--- config.mk ---
export PLATFORM = sky130hd
export DESIGN_NAME = frx_host
export DESIGN_NICKNAME = d
export VERILOG_FILES = /design/src/hdl/frx_pkg.sv /design/src/hdl/frx_host.sv
export SDC_FILE = /design/constraint.sdc
export NUM_CORES = 1
export LEC_CHECK = 0
export BUFFER_PORTS_ARGS = -buffer_cell sky130_fd_sc_hd__buf_2
export CAP_MARGIN = 20
export CORE_MARGIN = 2
export CORE_UTILIZATION = 55
export CTS_BUF_LIST = sky130_fd_sc_hd__clkbuf_2 sky130_fd_sc_hd__clkbuf_4 sky130_fd_sc_hd__clkbuf_8
export CTS_CLUSTER_DIAMETER = 80
export DETAILED_ROUTE_END_ITERATION = 6
export PLACE_DENSITY = 0.79
export SYNTH_ARGS = -nofsm -noshare
export SYNTH_HDL_FRONTEND = slang
export SYNTH_SLANG_ARGS = --single-unit
--- constraint.sdc ---
create_clock -name clock_i -period 2.2 [get_ports clock_i]
set_input_delay 0.33 -clock clock_i [delete_from_list [all_inputs] [get_ports clock_i]]
set_output_delay 0.33 -clock clock_i [all_outputs]
set_load 0.1 [all_outputs]
--- src/hdl/frx_pkg.sv ---
package frx_pkg;
   localparam int FRX_DATA_W = 9;
   localparam int FRX_DEPTH = 1024;
   localparam int FRX_CLK_PS = 4000;
   // device timing (ns), slowest grade
   localparam int FRX_PULSE_NS = 80;
   localparam int FRX_RECOVER_NS = 20;
   localparam int FRX_FLAG_SETTLE_NS = 100;
   localparam int FRX_RESET_NS = 100;
   localparam int FRX_PULSE_CYC = (FRX_PULSE_NS * 1000 + FRX_CLK_PS - 1) / FRX_CLK_PS;
   localparam int FRX_RECOVER_CYC = (FRX_RECOVER_NS * 1000 + FRX_CLK_PS - 1) / FRX_CLK_PS;
   localparam int FRX_SETTLE_CYC = (FRX_FLAG_SETTLE_NS * 1000 + FRX_CLK_PS - 1) / FRX_CLK_PS;
   localparam int FRX_RESET_CYC = (FRX_RESET_NS * 1000 + FRX_CLK_PS - 1) / FRX_CLK_PS;
   localparam int FRX_CNT_W = 8;
   // register addresses
   localparam logic [3:0] FRX_A_CTRL = 4'h0;
   localparam logic [3:0] FRX_A_WDATA = 4'h1;
   localparam logic [3:0] FRX_A_RDATA = 4'h2;
   localparam logic [3:0] FRX_A_STAT = 4'h3;
   localparam logic [3:0] FRX_A_WCNT = 4'h4;
   // control bits
   localparam int FRX_C_RESET = 0;
   localparam int FRX_C_REPLAY = 1;
   localparam int FRX_C_READ = 2;
   localparam int FRX_C_FIRST = 3;
   localparam int FRX_C_DEPTH = 4;
   typedef enum logic [5:0] {
      FRX_IDLE = 6'b00_0001,
      FRX_RST = 6'b00_0010,
      FRX_WR = 6'b00_0100,
      FRX_RD = 6'b00_1000,
      FRX_RPL = 6'b01_0000,
      FRX_REC = 6'b10_0000
   } frx_state_t;
   typedef struct packed {
      logic empty_n;
      logic full_n;
      logic halfway_n;
   } frx_flags_t;
endpackage

--- src/hdl/frx_host.sv ---
// Strobed register access and the register addresses were left to the implementer.
`timescale 1ns/1ps
// Summary of operation
// - replay only after at most depth writes (the host still replays after more, and sets err_rpl)
// - strobes held high during replay
// - wait recovery before next strobe
// - width expansion shares all controls
// - sample flags after worst settling time
// - cascade outputs ring to next inputs (the host drives cascade_in_n_o high in depth mode, leaving the ring open)
// - first device first-load low, others high
// - composite flags by ORing device flags
// - width and depth combine compound
module frx_host
   import frx_pkg::*;
#(
   parameter int DEPTH = FRX_DEPTH
) (
   input wire logic clock_i,
   input wire logic resetn_i,
   input wire logic [3:0] addr_i,
   input wire logic [15:0] wdata_i,
   input wire logic wr_i,
   input wire logic rd_i,
   output logic [15:0] rdata_o,
   output logic reset_n_o,
   output logic write_n_o,
   output logic read_n_o,
   output logic first_load_or_replay_n_o,
   output logic cascade_in_n_o,
   output logic [FRX_DATA_W-1:0] data_o,
   input wire logic [FRX_DATA_W-1:0] data_i,
   input wire logic empty_flag_n_i,
   input wire logic full_flag_n_i,
   input wire logic cascade_out_or_halfway_n_i
);
   frx_state_t state;
   logic [FRX_CNT_W-1:0] cnt;
   logic [1:0] phase;
   logic [FRX_DATA_W-1:0] wbuf;
   logic [FRX_DATA_W-1:0] rbuf;
   logic depth_mode;
   logic first_dev;
   logic [11:0] writes;
   logic pend_wr;
   logic pend_rd;
   logic pend_rst;
   logic pend_rpl;
   logic err_rpl;
   frx_flags_t sync1;
   frx_flags_t sync2;
   logic [FRX_DATA_W-1:0] dsync1;
   logic [FRX_DATA_W-1:0] dsync2;
   logic cmd_w;
   logic busy;
   logic launch_rst;
   logic launch_rpl;
   logic launch_wr;
   logic launch_rd;

   assign cmd_w = wr_i && addr_i == FRX_A_CTRL;
   assign busy = state != FRX_IDLE;
   // a request is cleared only when it starts (a replay also when a reset starts), so one queued meanwhile survives
   assign launch_rst = state == FRX_IDLE && pend_rst;
   assign launch_rpl = state == FRX_IDLE && !pend_rst && pend_rpl;
   assign launch_wr = state == FRX_IDLE && !pend_rst && !pend_rpl && pend_wr && sync2.full_n;
   assign launch_rd = state == FRX_IDLE && !pend_rst && !pend_rpl && !(pend_wr && sync2.full_n) && pend_rd
      && sync2.empty_n;

   ////////////////////////////////////////////////////////////
   // pin synchronisers
   always_ff @(posedge clock_i) begin
      sync1 <= '{empty_n: empty_flag_n_i, full_n: full_flag_n_i, halfway_n: cascade_out_or_halfway_n_i};
      sync2 <= sync1;
      dsync1 <= data_i;
      dsync2 <= dsync1;
   end

   ////////////////////////////////////////////////////////////
   // command capture
   always_ff @(posedge clock_i) begin
      if (!resetn_i) begin
         pend_wr <= 1'b0;
         pend_rd <= 1'b0;
         pend_rst <= 1'b1;
         pend_rpl <= 1'b0;
         wbuf <= '0;
         depth_mode <= 1'b0;
         first_dev <= 1'b0;
      end else begin
         if (wr_i && addr_i == FRX_A_WDATA) begin
            wbuf <= wdata_i[FRX_DATA_W-1:0];
            pend_wr <= 1'b1;
         end else if (launch_wr) begin
            pend_wr <= 1'b0;
         end
         if (cmd_w && wdata_i[FRX_C_READ]) begin
            pend_rd <= 1'b1;
         end else if (launch_rd) begin
            pend_rd <= 1'b0;
         end
         if (cmd_w && wdata_i[FRX_C_RESET]) begin
            pend_rst <= 1'b1;
            depth_mode <= wdata_i[FRX_C_DEPTH];
            first_dev <= wdata_i[FRX_C_FIRST];
         end else if (launch_rst) begin
            pend_rst <= 1'b0;
         end
         // a device reset drops a queued replay, so none survives into depth mode
         if (cmd_w && wdata_i[FRX_C_REPLAY] && !depth_mode) begin
            pend_rpl <= 1'b1;
         end else if (launch_rpl || launch_rst) begin
            pend_rpl <= 1'b0;
         end
      end
   end

   ////////////////////////////////////////////////////////////
   // pin sequencer
   always_ff @(posedge clock_i) begin
      if (!resetn_i) begin
         state <= FRX_IDLE;
         cnt <= '0;
         phase <= '0;
         reset_n_o <= 1'b1;
         write_n_o <= 1'b1;
         read_n_o <= 1'b1;
         first_load_or_replay_n_o <= 1'b1;
         cascade_in_n_o <= 1'b0;
         data_o <= '0;
         rbuf <= '0;
         writes <= '0;
         err_rpl <= 1'b0;
      end else begin
         case (state)
            FRX_IDLE: begin
               cnt <= '0;
               phase <= '0;
               if (launch_rst) begin
                  state <= FRX_RST;
                  reset_n_o <= 1'b0;
                  cascade_in_n_o <= depth_mode;
                  first_load_or_replay_n_o <= !(first_dev && depth_mode);
               end else if (launch_rpl) begin
                  state <= FRX_RPL;
                  err_rpl <= writes > 12'(DEPTH);
                  first_load_or_replay_n_o <= 1'b0;
               end else if (launch_wr) begin
                  state <= FRX_WR;
                  data_o <= wbuf;
                  write_n_o <= 1'b0;
                  if (writes != 12'hFFF) begin
                     writes <= writes + 12'h001;
                  end
               end else if (launch_rd) begin
                  state <= FRX_RD;
                  read_n_o <= 1'b0;
               end
            end
            FRX_RST: begin
               cnt <= cnt + 1'b1;
               if (cnt == FRX_CNT_W'(FRX_RESET_CYC)) begin
                  reset_n_o <= 1'b1;
                  writes <= '0;
                  if (depth_mode) begin
                     cascade_in_n_o <= 1'b1;
                  end
                  state <= FRX_REC;
                  cnt <= '0;
               end
            end
            FRX_WR, FRX_RD: begin
               cnt <= cnt + 1'b1;
               if (cnt == FRX_CNT_W'(FRX_PULSE_CYC)) begin
                  if (state == FRX_RD) begin
                     rbuf <= dsync2;
                  end
                  write_n_o <= 1'b1;
                  read_n_o <= 1'b1;
                  state <= FRX_REC;
                  cnt <= '0;
               end
            end
            FRX_RPL: begin
               cnt <= cnt + 1'b1;
               if (cnt == FRX_CNT_W'(FRX_PULSE_CYC)) begin
                  first_load_or_replay_n_o <= 1'b1;
                  state <= FRX_REC;
                  cnt <= '0;
               end
            end
            FRX_REC: begin
               cnt <= cnt + 1'b1;
               if (cnt == FRX_CNT_W'(FRX_SETTLE_CYC)) begin
                  state <= FRX_IDLE;
                  cnt <= '0;
               end
            end
            default: state <= FRX_IDLE;
         endcase
      end
   end

   ////////////////////////////////////////////////////////////
   // register read port
   always_ff @(posedge clock_i) begin
      if (!resetn_i) begin
         rdata_o <= '0;
      end else if (rd_i) begin
         case (addr_i)
            FRX_A_CTRL: rdata_o <= 16'({depth_mode, first_dev, pend_rd, pend_rpl, pend_rst});
            FRX_A_RDATA: rdata_o <= 16'(rbuf);
            FRX_A_STAT: rdata_o <= 16'({err_rpl, busy, pend_wr, sync2.halfway_n, sync2.full_n, sync2.empty_n});
            FRX_A_WCNT: rdata_o <= 16'(writes);
            default: rdata_o <= '0;
         endcase
      end else begin
         rdata_o <= '0;
      end
   end
endmodule

* Word-level counts from Yosys, hierarchy flattened
Index checks and enable logic that the tools add are counted.
Storage, ports and cells: flip-flop bits (word level) 105, input port bits 36, logic and storage cells 150
Cells by class: add/sub/neg operators 2, order comparisons 1, equal/unequal tests 29, multiplexer cells 42, bitwise operators 3, reductions and logical operators 46
Operators by type and width (count):
- $mux 12 | 5
- $pmux 12 s4 | 1
- $mux 6 | 7
- $pmux 12 s2 | 1
- $pmux 6 s4 | 1
- $pmux 8 s3 | 1
- $ne 2x2->1 const B | 11
- $mux 1 | 19
- $logic_and 1x1->1 | 17
- $eq 8x5->1 const B | 2
- $mux 8 | 2
- $add 12x1->12 const B | 1
- $gt 12x11->1 const B | 1
- $ne 12x12->1 const B | 1
- $reduce_and 3->1 | 4
- $reduce_and 4->1 | 3
- $reduce_and 6->1 | 2
- $reduce_bool 2->1 | 6
- $pmux 1 s2 | 5
- $add 8x1->8 const B | 1
- $eq 4x2->1 const B | 2
- $eq 6x1->1 const B | 1
- $eq 6x2->1 const B | 1
- $eq 6x3->1 const B | 1
- other kinds (18) | 27

* Depth between registers and ports, before layout
depth after elaboration 11, depth in mapped cells 8

* Least setup slack after synthesis
Ideal clock, no wire load.
path kind flip-flop to flip-flop, start point register cnt[7], end point register state[3], arrival 1.689 ns, data required time 2.081 ns, path slack 0.393 ns, stages on the path, launching flop included 5, path buffers 0, clock period less this slack 1.807 ns, path through dfxtp_1 or4b_4 a211oi_1 a21oi_1 o221a_2
On the way: word-level cells in the longest chain between the ends 3, elaborated cells on any way between the ends 6, classes of those cells eq/ne: 5; reduce/logical: 1
RTL lines:
- from (decl) | line frx_host.sv:37 | logic [FRX_CNT_W-1:0] cnt;
- from (signal assigned) | line frx_host.sv:160 | cnt <= cnt + 1'b1;
- from (signal assigned) | line frx_host.sv:172 | cnt <= cnt + 1'b1;
- from (signal assigned) | line frx_host.sv:184 | cnt <= cnt + 1'b1;
- $eq 8x5->1 (on tied branches)
- $ne 2x2->1 (no line) / $ne 2x1->1 (equally long branches)
- $reduce_and 4->1 (no line) *
- to (signal assigned) | line frx_host.sv:167 | state <= FRX_REC;
- to (signal assigned) | line frx_host.sv:194 | state <= FRX_IDLE;
- to (signal assigned) | line frx_host.sv:198 | default: state <= FRX_IDLE;
- to (decl) | line frx_host.sv:36 | frx_state_t state;
Every way passes the cells marked *; elsewhere a longest branch is shown, timed or not. A chain may end at the register's enable or synchronous reset.

* Worst setup path in the final report
start point register state[1], end point register writes[6]
On the way: word-level cells in the longest chain between the ends 7, elaborated cells on any way between the ends 16, classes of those cells eq/ne: 7; mux: 1; reduce/logical: 8
RTL lines:
- from (signal assigned) | line frx_host.sv:121 | state <= FRX_IDLE;
- from (signal assigned) | line frx_host.sv:139 | state <= FRX_RST;
- from (signal assigned) | line frx_host.sv:144 | state <= FRX_RPL;
- $eq 6x1->1
- $logic_and 1x1->1 | line frx_host.sv:64, frx_host.sv:65
- $logic_and 1x1->1 (3 in series) | line frx_host.sv:65 | assign launch_wr = state == FRX_IDLE && !pend_rst && !pend_rpl && pend_wr && sync2.full_n;
- $ne 2x2->1 (no line)
- $reduce_and 6->1 (no line)
- to (signal assigned) | line frx_host.sv:152 | writes <= writes + 12'h001;
- to (decl) | line frx_host.sv:43 | logic [11:0] writes;
Parallel ways exist; a longest one is shown, timed or not.

==> results.txt <==
----------------------------------------------------
[Run status]
  Status ... completed

[Finish]
  Relative area change from synthesis to final layout ... 14.10%
  Share of cells above drive strength 1 ... 19.92%
  Cell area after layout ... 0.004547 mm2
  Number of inserted diodes ... 0
  Most common cell after layout, fill and taps aside ... sky130_fd_sc_hd__dfxtp_1
  Layout Utilization ... 63.71%
  Non-filler instance count after layout ... 581
  Highest-count cells in the layout ignoring fill and taps ... sky130_fd_sc_hd__dfxtp_1 (101), sky130_fd_sc_hd__nor2_1 (54), sky130_fd_sc_hd__buf_2 (54), sky130_fd_sc_hd__nand2_1 (46), sky130_fd_sc_hd__a21oi_1 (36)
  NumNets Final ... 518

[Min path]
  Hold crit path type ... in -> reg

[Global route]
  Grt met2 use ... 33.27%
  Global route total overflow ... 0
  Most utilized layer in the global route result ... met2
  Fraction of met3 tracks used by global routing ... 4.894%
  Antenna violations before repair ... 0
  Via count of the first global-routing pass ... 2,823
  Global Route Usage Sum ... 22.09%
  Met1 layer usage reported by global route ... 30.01%
  Wire length of the first global-routing pass ... 13,420 um
  Pin count of the biggest net entering global routing ... 38

[Floorplanning]
  Std-Cell Rows ... 31
  Initial cell density of the core ... 55.84%
  I/O pin cnt ... 66
  Die Wd ... 89.12 um
  Area inside the core boundary ... 0.007137 mm2
  Height of the die ... 89.12 um
  Die Footprint ... 0.007942 mm2

[Drt]
  Number of design-rule violations left by the first detailed-router iteration ... 337
  Routed Wire Length ... 8425 um
  Wire length per cell after detailed routing ... 14.50 um
  Number of nets with antenna violations after detailed routing ... 0
  DRC viols ... 0
  Vias per cell ... 5.549
  Routed vias ... 3,224
  Pre-Repair DR Iteration Count ... 5

[Clocking]
  Buffers from clock root to sink, at most ... 2
  Number of sinks driven by the clock tree ... 101
  Hold buffer count at cts ... 0
  CTS buffer count ... 9
  Worst-Skew Late Latency ... 0.37 ns
  Clock edge transition at the registers on the reported setup and hold paths ... 0.10 ns
  Count of H-tree levels built during CTS ... 3
  CTS tree ... done
  Clock root buffer master ... sky130_fd_sc_hd__clkbuf_8
  Setup Buffers After CTS ... 0
  CTS resizes ... 0

[Power and ir drop]
  Reported net switching power ... 0.001072 W
  Total power density per cell area ... 809.4 mW/mm2
  Leakage power ... 1.900 nW
  Relative contribution of the clock network to total power ... 32.8%
  Final Total Pwr ... 0.003680 W
  Maximum ir drop on the vdd rail ... 0.0004783 V
  Internal power of the cells ... 0.002608 W
  Share of total power consumed by net switching ... 29.13%
  Part of the power in combinational logic ... 14.0%
  Sequential cell fraction of total power ... 53.2%

[Synth]
  Sequential cell area fraction in the yosys report ... 50.74%
  Post-synthesis instance total ... 422
  Most frequently used flop master after synthesis ... sky130_fd_sc_hd__dfxtp_1
  Mean cell area of the mapped netlist ... 9.443 um2
  Count of flip-flops with a built-in enable after synthesis ... 0
  Number of library cell types mapped by synthesis ... 58
  Synth Register Bits ... 101
  Number of warning messages in the yosys log ... 0
  Post-synthesis cell area ... 0.003985 mm2
  Async set or reset register ratio after synthesis ... 0%

[STA]
  Clock skew ... 0.01115 ns
  Final period utilization ... 89.72%
  Maximum clock frequency ... 506.6 MHz
  Final Hold Fails ... 0
  Transition time of the tightest slew-check pin ... 0.6218 ns
  RSZ-0062 raised after global routing ... false
  Worst rel slew slack ... 58.39%
  Max-slew violations ... 0
  Time the final worst path needs with I/O delays and setup ... 1.974 ns
  Setup TNS Final ... 0 ns
  Number of setup violations in the final report ... 0

[Placed design]
  Number of placed instances, taps included ... 565
  Weighted congestion at the end of routability-driven global placement ... 0.9135
  Placed cell areas ... 0.004343 mm2
  Half-perimeter wire length of the detailed placement result ... 5885 um
  Count of input and output buffers ... 54

[Critical path]
  Arr. time, crit path ... 2.22 ns
  Crit path launch type ... register
  Biggest fanout along the worst timing path ... 9
  Endpoint class of the critical path ... register
  CP required ... 2.45 ns
  Critical path start-end classification ... reg -> reg

[Run]
  Max-cap violation count ... 0

----------------------------------------------------
==> registers in the layout, summed over array words and instances, names as in the netlist, 3 cells and up <==
name and flops:
dsync1 9, data_o 9, rdata_o 12, dsync2 9, cnt 8, rbuf 9
sync2 3, state 6, sync1 3, wbuf 9, writes 12
==> kinds of logic (layout without fill, tap and decap cells) <==
group | count (synthesis) | in the layout | synth area share, %
compound gates | 80 | 80 | 13.82
xor+xnor | 16 | 16 | 3.516
fa+ha+maj | 5 | 5 | 1.570
buf+inv | 34 | 91 | 4.113
flops | 101 | 101 | 50.74
mux | 21 | 21 | 5.275
other cells | 1 | 4 | 0.09410
simple gates | 164 | 164 | 20.88
==> per-layer routing <==
layer	part of all wire (%)	vias up
met2	47	98
met3	5.8	16
met4	2.4	0
met1	45	1527
li1	-	1583
met5	0	-
==> layout make-up <==
cell class | count | area, um2
fill | 607 | 2590
sequential | 101 | 2022
multi-input combinational | 290 | 1810
timing repair buffer | 64 | 345.3
clock buffer | 11 | 138.9
tap | 99 | 123.9
clock inverter | 5 | 65.06
inverter | 11 | 41.29
==> per-stage QoR <==
stage               setup slack (ns)  hold slack, ns
floorplan                     0.3926          0.3096
global placement              0.3393          0.3103
detailed placement            0.2661          0.3138
CTS                           0.2687         0.04285
global route                 0.05070         0.03967
finish                        0.2262         0.05677
==> worst paths after layout <==
kind / start / endpoint / slack (ns) / cells after the start
max: state[1]$_SDFFE_PN0P_ / writes[6]$_SDFFE_PN0P_ / 0.23 / 5
min: data_i[3] / dsync1[3]$_DFF_P_ / 0.06 / 1
max reg2reg: state[1]$_SDFFE_PN0P_ / writes[6]$_SDFFE_PN0P_ / 0.23 / 5
min reg2reg: dsync1[8]$_DFF_P_ / dsync2[8]$_DFF_P_ / 0.33 / 0
==> worst max-delay path: stages (launching register included) <==
cell                        delay (ns)
sky130_fd_sc_hd__dfxtp_1          0.44
sky130_fd_sc_hd__nor4b_4          0.48
sky130_fd_sc_hd__nand3_4          0.19
sky130_fd_sc_hd__a2111oi_1        0.52
sky130_fd_sc_hd__xnor2_1          0.18
sky130_fd_sc_hd__nor2_1           0.05
==> synthesized netlist by cell type, drive strengths merged (2+ instances only) <==
cell     instances  area share, %
o211ai           2           0.38
nand4            7            1.1
and3             7            1.1
nor2b            3           0.47
a2111oi          4            1.1
a222oi           6            1.5
and2             6           0.97
nand3           14            2.1
ha               5            1.6
nand2b           2           0.31
nor4             3           0.63
clkbuf          13            1.3
inv             11            1.0
o21ai           14            1.8
nor3             6           0.75
xnor2           12            2.6
xor2             4           0.88
nand2           46            4.3
a22oi            3           0.57
mux2i           21            5.3
nand4b           4           0.88
buf             10            1.8
nor4b            3            1.2
nor3b            2           0.38
nor2            54            5.1
o311ai           3            1.1
nand3b           2           0.38
a211oi           3           0.82
a21oi           36            4.5
dfxtp          101             51
==> power by group through the flow <==
stage / logic (W) / clock network [W] / registers, W
2_1_floorplan: 0.000324 / 0 / 0.00207
3_3_place_gp: 0.000499 / 0 / 0.00199
3_5_place_dp: 0.000510 / 0 / 0.00200
4_1_cts: 0.000514 / 0.00123 / 0.00195
5_1_grt: 0.000556 / 0.00130 / 0.00196
6_report: 0.000516 / 0.00121 / 0.00196
Power figures use the tool's default switching activity.
